**src/shared/serdes_pll_pkg.sv**
```systemverilog
// Constants, register map and decode functions for the SerDes PLL rate configuration block.
// Function
// - PLL runs only after software sets enable.
// - Enable zero powers PLL fully down.
// - Multiplier codes select ten, twenty, twenty-five.
// - Rate codes: full, half, quarter, reserved.
// - Transmit and receive rates set independently.
// - Byte clock is PLL divided 5/10/20.
// - Line rate is PLL times 2/1/0.5.
package serdes_pll_pkg;

  // Register bus.
  localparam int ADDR_W = 4;
  localparam int DATA_W = 32;
  localparam logic [ADDR_W-1:0] PLL_CFG_OFFSET = 4'h0;
  localparam logic [ADDR_W-1:0] TX_CFG_OFFSET = 4'h4;
  localparam logic [ADDR_W-1:0] RX_CFG_OFFSET = 4'h8;
  localparam logic [ADDR_W-1:0] STATUS_OFFSET = 4'hc;

  // Field positions.
  localparam int ENABLE_BIT = 0;
  localparam int MULT_LSB = 1;
  localparam int MULT_MSB = 4;
  localparam int RATE_LSB = 0;
  localparam int RATE_MSB = 1;
  localparam int ST_ENABLED_BIT = 0;
  localparam int ST_SETTLING_BIT = 1;
  localparam int ST_STABLE_BIT = 2;
  localparam int ST_MULT_RSVD_BIT = 3;
  localparam int ST_TX_VALID_BIT = 4;
  localparam int ST_RX_VALID_BIT = 5;
  localparam int ST_FACTOR_LSB = 8;
  localparam int ST_FACTOR_MSB = 12;

  // Reset values.
  localparam logic RESET_ENABLE = 1'b0;
  localparam logic [3:0] RESET_MULT = 4'h5;
  localparam logic [1:0] RESET_RATE = 2'h1;

  // Encodings.
  localparam logic [3:0] MULT_X10 = 4'h5;
  localparam logic [3:0] MULT_X20 = 4'h9;
  localparam logic [3:0] MULT_X25 = 4'ha;
  localparam logic [1:0] RATE_FULL = 2'h0;
  localparam logic [1:0] RATE_HALF = 2'h1;
  localparam logic [1:0] RATE_QUARTER = 2'h2;
  localparam logic [4:0] FACTOR_10 = 5'd10;
  localparam logic [4:0] FACTOR_20 = 5'd20;
  localparam logic [4:0] FACTOR_25 = 5'd25;
  localparam logic [4:0] DIV_FULL = 5'd5;
  localparam logic [4:0] DIV_HALF = 5'd10;
  localparam logic [4:0] DIV_QUARTER = 5'd20;
  // Line rate as twice the PLL multiple, so that 0.5 is exact.
  localparam logic [2:0] LINE_X2_FULL = 3'd4;
  localparam logic [2:0] LINE_X2_HALF = 3'd2;
  localparam logic [2:0] LINE_X2_QUARTER = 3'd1;

  // Settling time: the reference clock is clock_i.
  localparam int CLK_PERIOD_NS = 20;
  localparam int SETTLE_TIME_NS = 1000;
  localparam int SETTLE_REF_CYCLES = 200;
  localparam int SETTLE_CYCLES =
    (SETTLE_TIME_NS + CLK_PERIOD_NS - 1) / CLK_PERIOD_NS + SETTLE_REF_CYCLES;
  localparam int COUNT_W = 9;
  localparam logic [COUNT_W-1:0] SETTLE_LAST = COUNT_W'(SETTLE_CYCLES - 1);

  function automatic logic [4:0] mult_factor(input logic [3:0] sel);
    logic [4:0] f;
    f = 5'd0;
    case (sel)
      MULT_X10: f = FACTOR_10;
      MULT_X20: f = FACTOR_20;
      MULT_X25: f = FACTOR_25;
      default: f = 5'd0;
    endcase
    return f;
  endfunction

  function automatic logic [4:0] byte_divider(input logic [1:0] rate);
    logic [4:0] d;
    d = 5'd0;
    case (rate)
      RATE_FULL: d = DIV_FULL;
      RATE_HALF: d = DIV_HALF;
      RATE_QUARTER: d = DIV_QUARTER;
      default: d = 5'd0;
    endcase
    return d;
  endfunction

  function automatic logic [2:0] line_multiple_x2(input logic [1:0] rate);
    logic [2:0] m;
    m = 3'd0;
    case (rate)
      RATE_FULL: m = LINE_X2_FULL;
      RATE_HALF: m = LINE_X2_HALF;
      RATE_QUARTER: m = LINE_X2_QUARTER;
      default: m = 3'd0;
    endcase
    return m;
  endfunction

endpackage

```
**src/rtl/serdes_pll_rate_config.sv**
```systemverilog
// SerDes PLL enable, multiplier and per-direction rate configuration with settling tracking.
`timescale 1ns/1ps
module serdes_pll_rate_config
(
  // Clock and reset.
  input wire logic clock_i,
  input wire logic rst_i,
  // Register port.
  input wire logic [serdes_pll_pkg::ADDR_W-1:0] address_i,
  input wire logic [serdes_pll_pkg::DATA_W-1:0] write_data_i,
  input wire logic write_i,
  input wire logic read_i,
  output logic [serdes_pll_pkg::DATA_W-1:0] read_data_o,
  // PLL control.
  output logic pll_enable_o,
  output logic [4:0] pll_factor_o,
  output logic pll_stable_o,
  // Transmit and receive derivation.
  output logic [4:0] tx_byte_div_o,
  output logic [4:0] rx_byte_div_o,
  output logic [2:0] tx_line_x2_o,
  output logic [2:0] rx_line_x2_o,
  output logic tx_byte_clock_valid_o,
  output logic rx_byte_clock_valid_o
);
  import serdes_pll_pkg::*;

  typedef enum logic [2:0]
  {
    PLL_OFF = 3'b001,
    PLL_SETTLE = 3'b010,
    PLL_LOCKED = 3'b100
  } pll_state_e;

  typedef struct packed {
    pll_state_e state;
    logic [COUNT_W-1:0] settle_count;
    logic power_enable;
    logic [3:0] mult_sel;
    logic [1:0] tx_rate;
    logic [1:0] rx_rate;
    logic [DATA_W-1:0] read_data;
    logic [4:0] factor;
    logic [4:0] tx_div;
    logic [4:0] rx_div;
    logic [2:0] tx_line;
    logic [2:0] rx_line;
    logic stable;
  } regs_s;

  regs_s r;
  regs_s next_r;
  logic pll_write;
  logic tx_write;
  logic rx_write;
  logic [DATA_W-1:0] status_word;

  assign pll_write = write_i && (address_i == PLL_CFG_OFFSET);
  assign tx_write = write_i && (address_i == TX_CFG_OFFSET);
  assign rx_write = write_i && (address_i == RX_CFG_OFFSET);

  always_comb
  begin
    status_word = '0;
    status_word[ST_ENABLED_BIT] = r.power_enable;
    status_word[ST_SETTLING_BIT] = (r.state == PLL_SETTLE);
    status_word[ST_STABLE_BIT] = r.stable;
    status_word[ST_MULT_RSVD_BIT] = (mult_factor(r.mult_sel) == 5'd0);
    status_word[ST_TX_VALID_BIT] = tx_byte_clock_valid_o;
    status_word[ST_RX_VALID_BIT] = rx_byte_clock_valid_o;
    status_word[ST_FACTOR_MSB:ST_FACTOR_LSB] = r.factor;
  end

  always_comb
  begin
    next_r = r;
    // Software writes steer the PLL and the two independent rate fields.
    if (pll_write)
    begin
      next_r.power_enable = write_data_i[ENABLE_BIT];
      next_r.mult_sel = write_data_i[MULT_MSB:MULT_LSB];
    end
    if (tx_write)
    begin
      next_r.tx_rate = write_data_i[RATE_MSB:RATE_LSB];
    end
    if (rx_write)
    begin
      next_r.rx_rate = write_data_i[RATE_MSB:RATE_LSB];
    end

    // A new multiplier on a running PLL forces it to settle again.
    case (r.state)
      PLL_OFF:
      begin
        next_r.settle_count = '0;
        if (next_r.power_enable)
        begin
          next_r.state = PLL_SETTLE;
        end
      end
      PLL_SETTLE:
      begin
        next_r.settle_count = r.settle_count + COUNT_W'(1);
        if (r.settle_count == SETTLE_LAST)
        begin
          next_r.state = PLL_LOCKED;
        end
      end
      PLL_LOCKED:
      begin
        next_r.settle_count = '0;
      end
      default:
      begin
        next_r.state = PLL_OFF;
        next_r.settle_count = '0;
      end
    endcase
    if (r.state != PLL_OFF && next_r.power_enable && next_r.mult_sel != r.mult_sel)
    begin
      next_r.state = PLL_SETTLE;
      next_r.settle_count = '0;
    end
    if (!next_r.power_enable)
    begin
      next_r.state = PLL_OFF;
      next_r.settle_count = '0;
    end

    // The PLL produces nothing while powered down.
    next_r.factor = next_r.power_enable ? mult_factor(next_r.mult_sel) : 5'd0;
    next_r.stable = (next_r.state == PLL_LOCKED);
    next_r.tx_div = byte_divider(next_r.tx_rate);
    next_r.rx_div = byte_divider(next_r.rx_rate);
    next_r.tx_line = line_multiple_x2(next_r.tx_rate);
    next_r.rx_line = line_multiple_x2(next_r.rx_rate);

    // Read data stands only in the cycle after the strobe.
    next_r.read_data = '0;
    if (read_i)
    begin
      case (address_i)
        PLL_CFG_OFFSET:
        begin
          next_r.read_data[ENABLE_BIT] = r.power_enable;
          next_r.read_data[MULT_MSB:MULT_LSB] = r.mult_sel;
        end
        TX_CFG_OFFSET: next_r.read_data[RATE_MSB:RATE_LSB] = r.tx_rate;
        RX_CFG_OFFSET: next_r.read_data[RATE_MSB:RATE_LSB] = r.rx_rate;
        STATUS_OFFSET: next_r.read_data = status_word;
        default: next_r.read_data = '0;
      endcase
    end
  end

  always_ff @(posedge clock_i or posedge rst_i)
  begin
    if (rst_i)
    begin
      r.state <= PLL_OFF;
      r.settle_count <= '0;
      r.power_enable <= RESET_ENABLE;
      r.mult_sel <= RESET_MULT;
      r.tx_rate <= RESET_RATE;
      r.rx_rate <= RESET_RATE;
      r.read_data <= '0;
      r.factor <= 5'd0;
      r.tx_div <= DIV_HALF;
      r.rx_div <= DIV_HALF;
      r.tx_line <= LINE_X2_HALF;
      r.rx_line <= LINE_X2_HALF;
      r.stable <= 1'b0;
    end
    else
    begin
      r <= next_r;
    end
  end

  assign read_data_o = r.read_data;
  assign pll_enable_o = r.power_enable;
  assign pll_factor_o = r.factor;
  assign pll_stable_o = r.stable;
  assign tx_byte_div_o = r.tx_div;
  assign rx_byte_div_o = r.rx_div;
  assign tx_line_x2_o = r.tx_line;
  assign rx_line_x2_o = r.rx_line;
  // Downstream byte logic stays idle until settled and configured legally.
  assign tx_byte_clock_valid_o = r.stable && (r.factor != 5'd0) && (r.tx_div != 5'd0);
  assign rx_byte_clock_valid_o = r.stable && (r.factor != 5'd0) && (r.rx_div != 5'd0);

  pll_enable_write_a: assert property (
    @(posedge clock_i) disable iff (rst_i)
    pll_write |=> (pll_enable_o == $past(write_data_i[ENABLE_BIT])))
    else $error("PLL enable does not follow the written bit");

  power_down_a: assert property (
    @(posedge clock_i) disable iff (rst_i)
    !pll_enable_o |-> (pll_factor_o == 5'd0) && !pll_stable_o && !tx_byte_clock_valid_o
      && !rx_byte_clock_valid_o)
    else $error("Powered-down PLL still shows an output");

  factor_map_a: assert property (
    @(posedge clock_i) disable iff (rst_i)
    pll_enable_o |->
      (r.mult_sel == MULT_X10) ? (pll_factor_o == 5'd10) :
      (r.mult_sel == MULT_X20) ? (pll_factor_o == 5'd20) :
      (r.mult_sel == MULT_X25) ? (pll_factor_o == 5'd25) : (pll_factor_o == 5'd0))
    else $error("Multiplier factor does not match its code");

  reserved_rate_a: assert property (
    @(posedge clock_i) disable iff (rst_i)
    (r.tx_rate == 2'h3) |-> (tx_byte_div_o == 5'd0) && !tx_byte_clock_valid_o)
    else $error("Reserved transmit rate gives a byte clock");

  rate_separate_a: assert property (
    @(posedge clock_i) disable iff (rst_i)
    (tx_write && !rx_write) |=> $stable(rx_byte_div_o) && $stable(rx_line_x2_o))
    else $error("Transmit rate write disturbed receive rate");

  byte_divider_a: assert property (
    @(posedge clock_i) disable iff (rst_i)
    rx_write |=>
      ($past(write_data_i[1:0]) == 2'h0) ? (rx_byte_div_o == 5'd5) :
      ($past(write_data_i[1:0]) == 2'h1) ? (rx_byte_div_o == 5'd10) :
      ($past(write_data_i[1:0]) == 2'h2) ? (rx_byte_div_o == 5'd20) : (rx_byte_div_o == 5'd0))
    else $error("Receive byte divider wrong for the written rate");

  line_rate_a: assert property (
    @(posedge clock_i) disable iff (rst_i)
    (tx_byte_div_o != 5'd0) |-> (32'(tx_byte_div_o) * 32'(tx_line_x2_o) == 32'd20))
    else $error("Line rate and byte divider disagree");

  settle_hold_a: assert property (
    @(posedge clock_i) disable iff (rst_i)
    $rose(pll_enable_o) |-> !pll_stable_o [*8])
    else $error("PLL reported stable too early after enable");

  settle_count_a: assert property (
    @(posedge clock_i) disable iff (rst_i)
    $rose(pll_stable_o) |-> $past(r.settle_count) == 9'd249)
    else $error("Stable reported without the full settling count");

  read_once_a: assert property (
    @(posedge clock_i) disable iff (rst_i)
    !$past(read_i) |-> (read_data_o == '0))
    else $error("Read data present without a read strobe");

  enable_start_a: assert property (
    @(posedge clock_i) disable iff (rst_i)
    (pll_write && write_data_i[ENABLE_BIT] && (r.state == PLL_OFF)) |=> (r.state == PLL_SETTLE))
    else $error("Enabling the PLL did not start the settling wait");

  state_onehot_a: assert property (
    @(posedge clock_i) disable iff (rst_i)
    $onehot(r.state) && ((r.state == PLL_OFF) == !pll_enable_o))
    else $error("PLL state and power enable disagree");

  disable_drop_a: assert property (
    @(posedge clock_i) disable iff (rst_i)
    (pll_write && !write_data_i[ENABLE_BIT]) |=> !pll_stable_o && (r.state == PLL_OFF))
    else $error("Clearing the enable did not power the PLL down");

  settle_bound_a: assert property (
    @(posedge clock_i) disable iff (rst_i)
    (r.state == PLL_SETTLE) |-> (r.settle_count <= SETTLE_LAST))
    else $error("Settling counter ran past its last value");

  relock_wait_a: assert property (
    @(posedge clock_i) disable iff (rst_i)
    (pll_write && write_data_i[ENABLE_BIT] && pll_enable_o
      && (write_data_i[MULT_MSB:MULT_LSB] != r.mult_sel))
      |=> !pll_stable_o && (r.settle_count == '0))
    else $error("New multiplier did not restart the settling wait");

  tx_divider_a: assert property (
    @(posedge clock_i) disable iff (rst_i)
    tx_write |=>
      ($past(write_data_i[1:0]) == RATE_FULL) ? (tx_byte_div_o == DIV_FULL) :
      ($past(write_data_i[1:0]) == RATE_HALF) ? (tx_byte_div_o == DIV_HALF) :
      ($past(write_data_i[1:0]) == RATE_QUARTER) ? (tx_byte_div_o == DIV_QUARTER) :
      (tx_byte_div_o == 5'h0))
    else $error("Transmit byte divider wrong for the written rate");

  full_line_a: assert property (
    @(posedge clock_i) disable iff (rst_i)
    (tx_write && (write_data_i[1:0] == RATE_FULL)) |=> (tx_line_x2_o == LINE_X2_FULL))
    else $error("Full rate does not double the transmit line rate");

  quarter_line_a: assert property (
    @(posedge clock_i) disable iff (rst_i)
    (rx_write && (write_data_i[1:0] == RATE_QUARTER)) |=> (rx_line_x2_o == LINE_X2_QUARTER))
    else $error("Quarter rate does not halve the receive line rate");

  rx_reserved_a: assert property (
    @(posedge clock_i) disable iff (rst_i)
    (r.rx_rate == 2'h3) |-> (rx_byte_div_o == 5'h0) && (rx_line_x2_o == 3'h0) && !rx_byte_clock_valid_o)
    else $error("Reserved receive rate gives a byte clock");

  rx_separate_a: assert property (
    @(posedge clock_i) disable iff (rst_i)
    (rx_write && !tx_write) |=> $stable(tx_byte_div_o) && $stable(tx_line_x2_o))
    else $error("Receive rate write disturbed transmit rate");

  valid_gate_a: assert property (
    @(posedge clock_i) disable iff (rst_i)
    (tx_byte_clock_valid_o || rx_byte_clock_valid_o) |-> pll_stable_o && (r.state == PLL_LOCKED))
    else $error("Byte clock marked valid before the PLL settled");

  read_config_a: assert property (
    @(posedge clock_i) disable iff (rst_i)
    (read_i && (address_i == PLL_CFG_OFFSET)) |=> (read_data_o[ENABLE_BIT] == $past(pll_enable_o))
      && (read_data_o[MULT_MSB:MULT_LSB] == $past(r.mult_sel)))
    else $error("Configuration read does not show the stored fields");

  status_stable_a: assert property (
    @(posedge clock_i) disable iff (rst_i)
    (read_i && (address_i == STATUS_OFFSET))
      |=> (read_data_o[ST_STABLE_BIT] == $past(pll_stable_o))
      && (read_data_o[ST_ENABLED_BIT] == $past(pll_enable_o)))
    else $error("Status read does not show enable and stable");

endmodule

```
**config.mk**
```make
export PLATFORM = sky130hd
export DESIGN_NAME = serdes_pll_rate_config
export DESIGN_NICKNAME = d
export VERILOG_FILES = /design/src/shared/serdes_pll_pkg.sv /design/src/rtl/serdes_pll_rate_config.sv
export SDC_FILE = /design/constraint.sdc
export NUM_CORES = 1
export LEC_CHECK = 0
export ABC_AREA = 1
export ABC_CLOCK_PERIOD_IN_PS = 4000
export BUFFER_PORTS_ARGS = -buffer_cell sky130_fd_sc_hd__buf_2
export CORE_AREA = 2 2 76 93
export CTS_CLUSTER_SIZE = 40
export DETAILED_ROUTE_END_ITERATION = 8
export DIE_AREA = 0 0 78 95
export GPL_ROUTABILITY_DRIVEN = 1
export HOLD_SLACK_MARGIN = 0.1
export PLACE_DENSITY = 0.64
export REMOVE_ABC_BUFFERS = 1
export SYNTH_ARGS = -nofsm -noshare
export SYNTH_HDL_FRONTEND = slang
export SYNTH_SLANG_ARGS = --single-unit
```
**constraint.sdc**
```tcl
create_clock -name clock_i -period 4 [get_ports clock_i]
set_clock_uncertainty 0.15 [all_clocks]
set_input_delay 0.8 -clock clock_i [delete_from_list [all_inputs] [get_ports clock_i]]
set_output_delay 0.8 -clock clock_i [all_outputs]
set_load 0.01 [all_outputs]
```
==> impl_results.md <==
- Status: complete, no violations
- TritonRoute pass-1 iters: 4
- CTS Buffer Depth: 2
- Synth-to-layout area growth: 4.988%
- TritonCTS clock tree: done
- Async set-reset flop share out of synthesis: 100.0%
- Max stage delay on crit path: 0.57 ns
- Final worst-path cycle share: 62.80%
- # fillers: between 600 and 700
- Distinct cells, synth: 36
- Yosys reg bits: 46
- Final cell count without fillers: about 380
- DRT antenna net count: 0
- Starting density of the core: a little under two fifths
- Worst hold path cell count: 1
- Setup TNS: 0 ns
- Dominant cells by area after synthesis: dfrtp_1 39%, buf_4 16%, dfstp_2 7.3%
- RSZ-0062 raised after global routing: false
- Final wirelength: 4.055 mm
- Final hold viol count: 0
- Io pins: between 90 and 100
- Startpoint types: register
- WP data required: just over 3 ns
- Total design power: between 1 and 1.5 mW
- Die height: between 90 and 100 µm
- DIE AREA: 7410 µm²
- Top cell type's share of synthesized area: 38.52%
- Routed len/inst: 10.59 µm
- Fin worst setup slack: 1.488 ns
- Num CTS Buffers: 5
- CP endpoint kind: output pin
- Yosys warnings: 0
- Crit path max-delay cell type: or4_1
- Final setup violation count: 0
- Rel. slew slack: between 60 and 70%
- Vias in the first global route: 1484
- Routability cong.: roughly 0.83
- Worst min path class: reg -> reg
- Placed Cells: about 380
- Final min period: 2.512 ns
- Peak fanout along the critical path: 3
- Most common cell in the synthesized netlist: buf_4
- Number of flops mapped to enable cells by yosys: 0
- Final Max Tran Viols: 0
- Post-CTS setup buffer count: 0
- Critical Path AT: approximately 1.6 ns
- Initial antenna violation count: 0
- Pre-CTS setup slack: 1.675 ns
- Leakage power: about 1.4 nW
- Fmax: 398.1 MHz
- Iter 0 DRT Violations: 86
- First-pass GRT wire length: about 6.7 mm
- Row count: 33
- Max_cap viols: 0
- GR Overflow Total: 0
- Clock slew at reported path FFs: roughly 0.1 ns
- Post-CTS Resized: 0
- DRC: 0
- Cts hold-fix bufs: 0
- Tot GR Track Use: a little under an eighth
- Die extent in x: 78 µm
- Crit Path Category: reg -> out
- Largest net degree at the start of global routing: 47
- Vias: 1638
- Critical path cell sequence: or4_1, nand2_1, inv_1, buf_2
- Synth Cell Area: 2534 µm²
- Sinks on Clock Net: 46
- N_diodes: 0
- Sequential fraction of the synthesis area: a little under half
- Most common flop cell mapped by yosys: dfrtp_1
- Layout cells sized above 1: roughly a third
- H-tree Lvls: 2
- Nets: about 340
- R2R cell count: 5
- Syn Area/Cell: ~9.3 µm²
- HPWL after detailed placement: 3.134 mm
- Max VDD drop: approximately 0.00015 V
- Worst-skew pair later-pin latency: a little over 0.3 ns
- Port Buffers: 48
- Syn Inst Count: between 200 and 300
- Least-Margin Pin Slew: around 0.57 ns
- Root buf cell: clkbuf_8
- Yosys top cell by area: dfrtp_1
- PwrDens: ~470 nW/µm²
- Commonest cells in the netlist: 53 x buf_4, 39 x dfrtp_1, 37 x inv_1
- Core area: around 6600 µm²
- Via density: 4.277
==> path summary, 6_finish.rpt <==
| path | startpoint | end | slack (ns) |
|---|---|---|---|
| max | tx_byte_div_o[0]$_DFF_PP0_ | tx_byte_clock_valid_o | 1.49 |
| min | r[63]$_DFF_PP0_ | r[63]$_DFF_PP0_ | 0.35 |
| max reg2reg | r[74]$_DFF_PP0_ | r[67]$_DFF_PP0_ | 2.41 |
| min reg2reg | r[63]$_DFF_PP0_ | r[63]$_DFF_PP0_ | 0.35 |
| max in group asynchronous | rst_i | r[58]$_DFF_PP1_ | 2.84 |
| min in group asynchronous | rst_i | tx_byte_div_o[0]$_DFF_PP0_ | 0.46 |
==> where the power goes <==
group	leakage, nW	total, mW	internal (mW)	switching, mW
clock network	0.0585	0.353	0.187	0.166
registers	0.587	0.585	0.541	0.0435
logic	0.760	0.310	0.110	0.200
total	1.41	1.25	0.838	0.410
==> layer usage <==
layer	vias up	global-route usage [%]	wire, µm
li1	820	-	-
met1	769	13.30	1691
met2	44	20.62	2063
met3	5	3.059	231
met4	0	5.263	69
met5	-	0	0
==> registers in the layout, indices dropped and copies added, names as in the netlist <==
signal         flops
tx_byte_div_o      2
pll_stable_o       1
pll_enable_o       1
tx_line_x2_o       2
rx_byte_div_o      2
read_data_o       11
r                 20
pll_factor_o       5
rx_line_x2_o       2
==> final cells by class <==
type	instances	area [µm²]	area share (%)
clock buffers	5	68.82	2.587
clock inverters	3	43.79	1.646
inverters	41	153.9	5.786
multi-input cells	152	877.1	32.97
flip-flops and latches	46	1160	43.60
well taps	87	108.9	4.092
repair buffers	49	247.7	9.313
==> placed cells by master (no fill, tap or decap), types with 2 or more instances in the layout <==
cell,synthesis,final
a21oi_1,3,3
ha_1,2,2
and2_1,2,2
inv_2,3,3
nand4_1,5,5
nor3_1,3,3
o22ai_1,2,2
buf_2,0,48
dfrtp_1,39,39
nand2_1,24,24
dfstp_2,7,7
clkinv_1,1,2
clkbuf_8,0,5
xnor2_1,3,3
conb_1,1,21
nor2_4,3,3
nor2_1,25,25
nand3_1,13,13
inv_1,37,36
xor2_1,5,5
o21ai_2,7,7
or4_1,2,2
nor2_2,10,10
nand3b_1,2,2
nand2_4,3,3
nand3_2,3,3
o21ai_1,3,3
o21ai_0,3,3
==> critical path, delay by kind of cell (launching register included) <==
| kind | cells | cell delay (ns) |
|---|---|---|
| buf+inv | 2 | 0.17 |
| flops | 1 | 0.39 |
| simple gates | 2 | 0.70 |
==> cells by family after synthesis <==
group / count (synthesis) / share of synthesized area (%)
other cells: 1 / 0.1480
compound gates: 23 / 6.272
buf+inv: 95 / 22.57
fa+ha+maj: 2 / 0.9875
simple gates: 98 / 21.48
xor+xnor: 8 / 2.766
flops: 46 / 45.78
==> per-stage QoR <==
step,hold slack (ns),util (%),instance area (µm²)
floorplan,0.3133,-,2191
global placement,0.3376,38.56,2547
detailed placement,0.3434,38.56,2547
CTS,0.3584,40.27,2660
global route,0.3788,40.27,2660
finish,0.3517,40.27,2660
No activity file was read; power rests on OpenSTA's default activity.
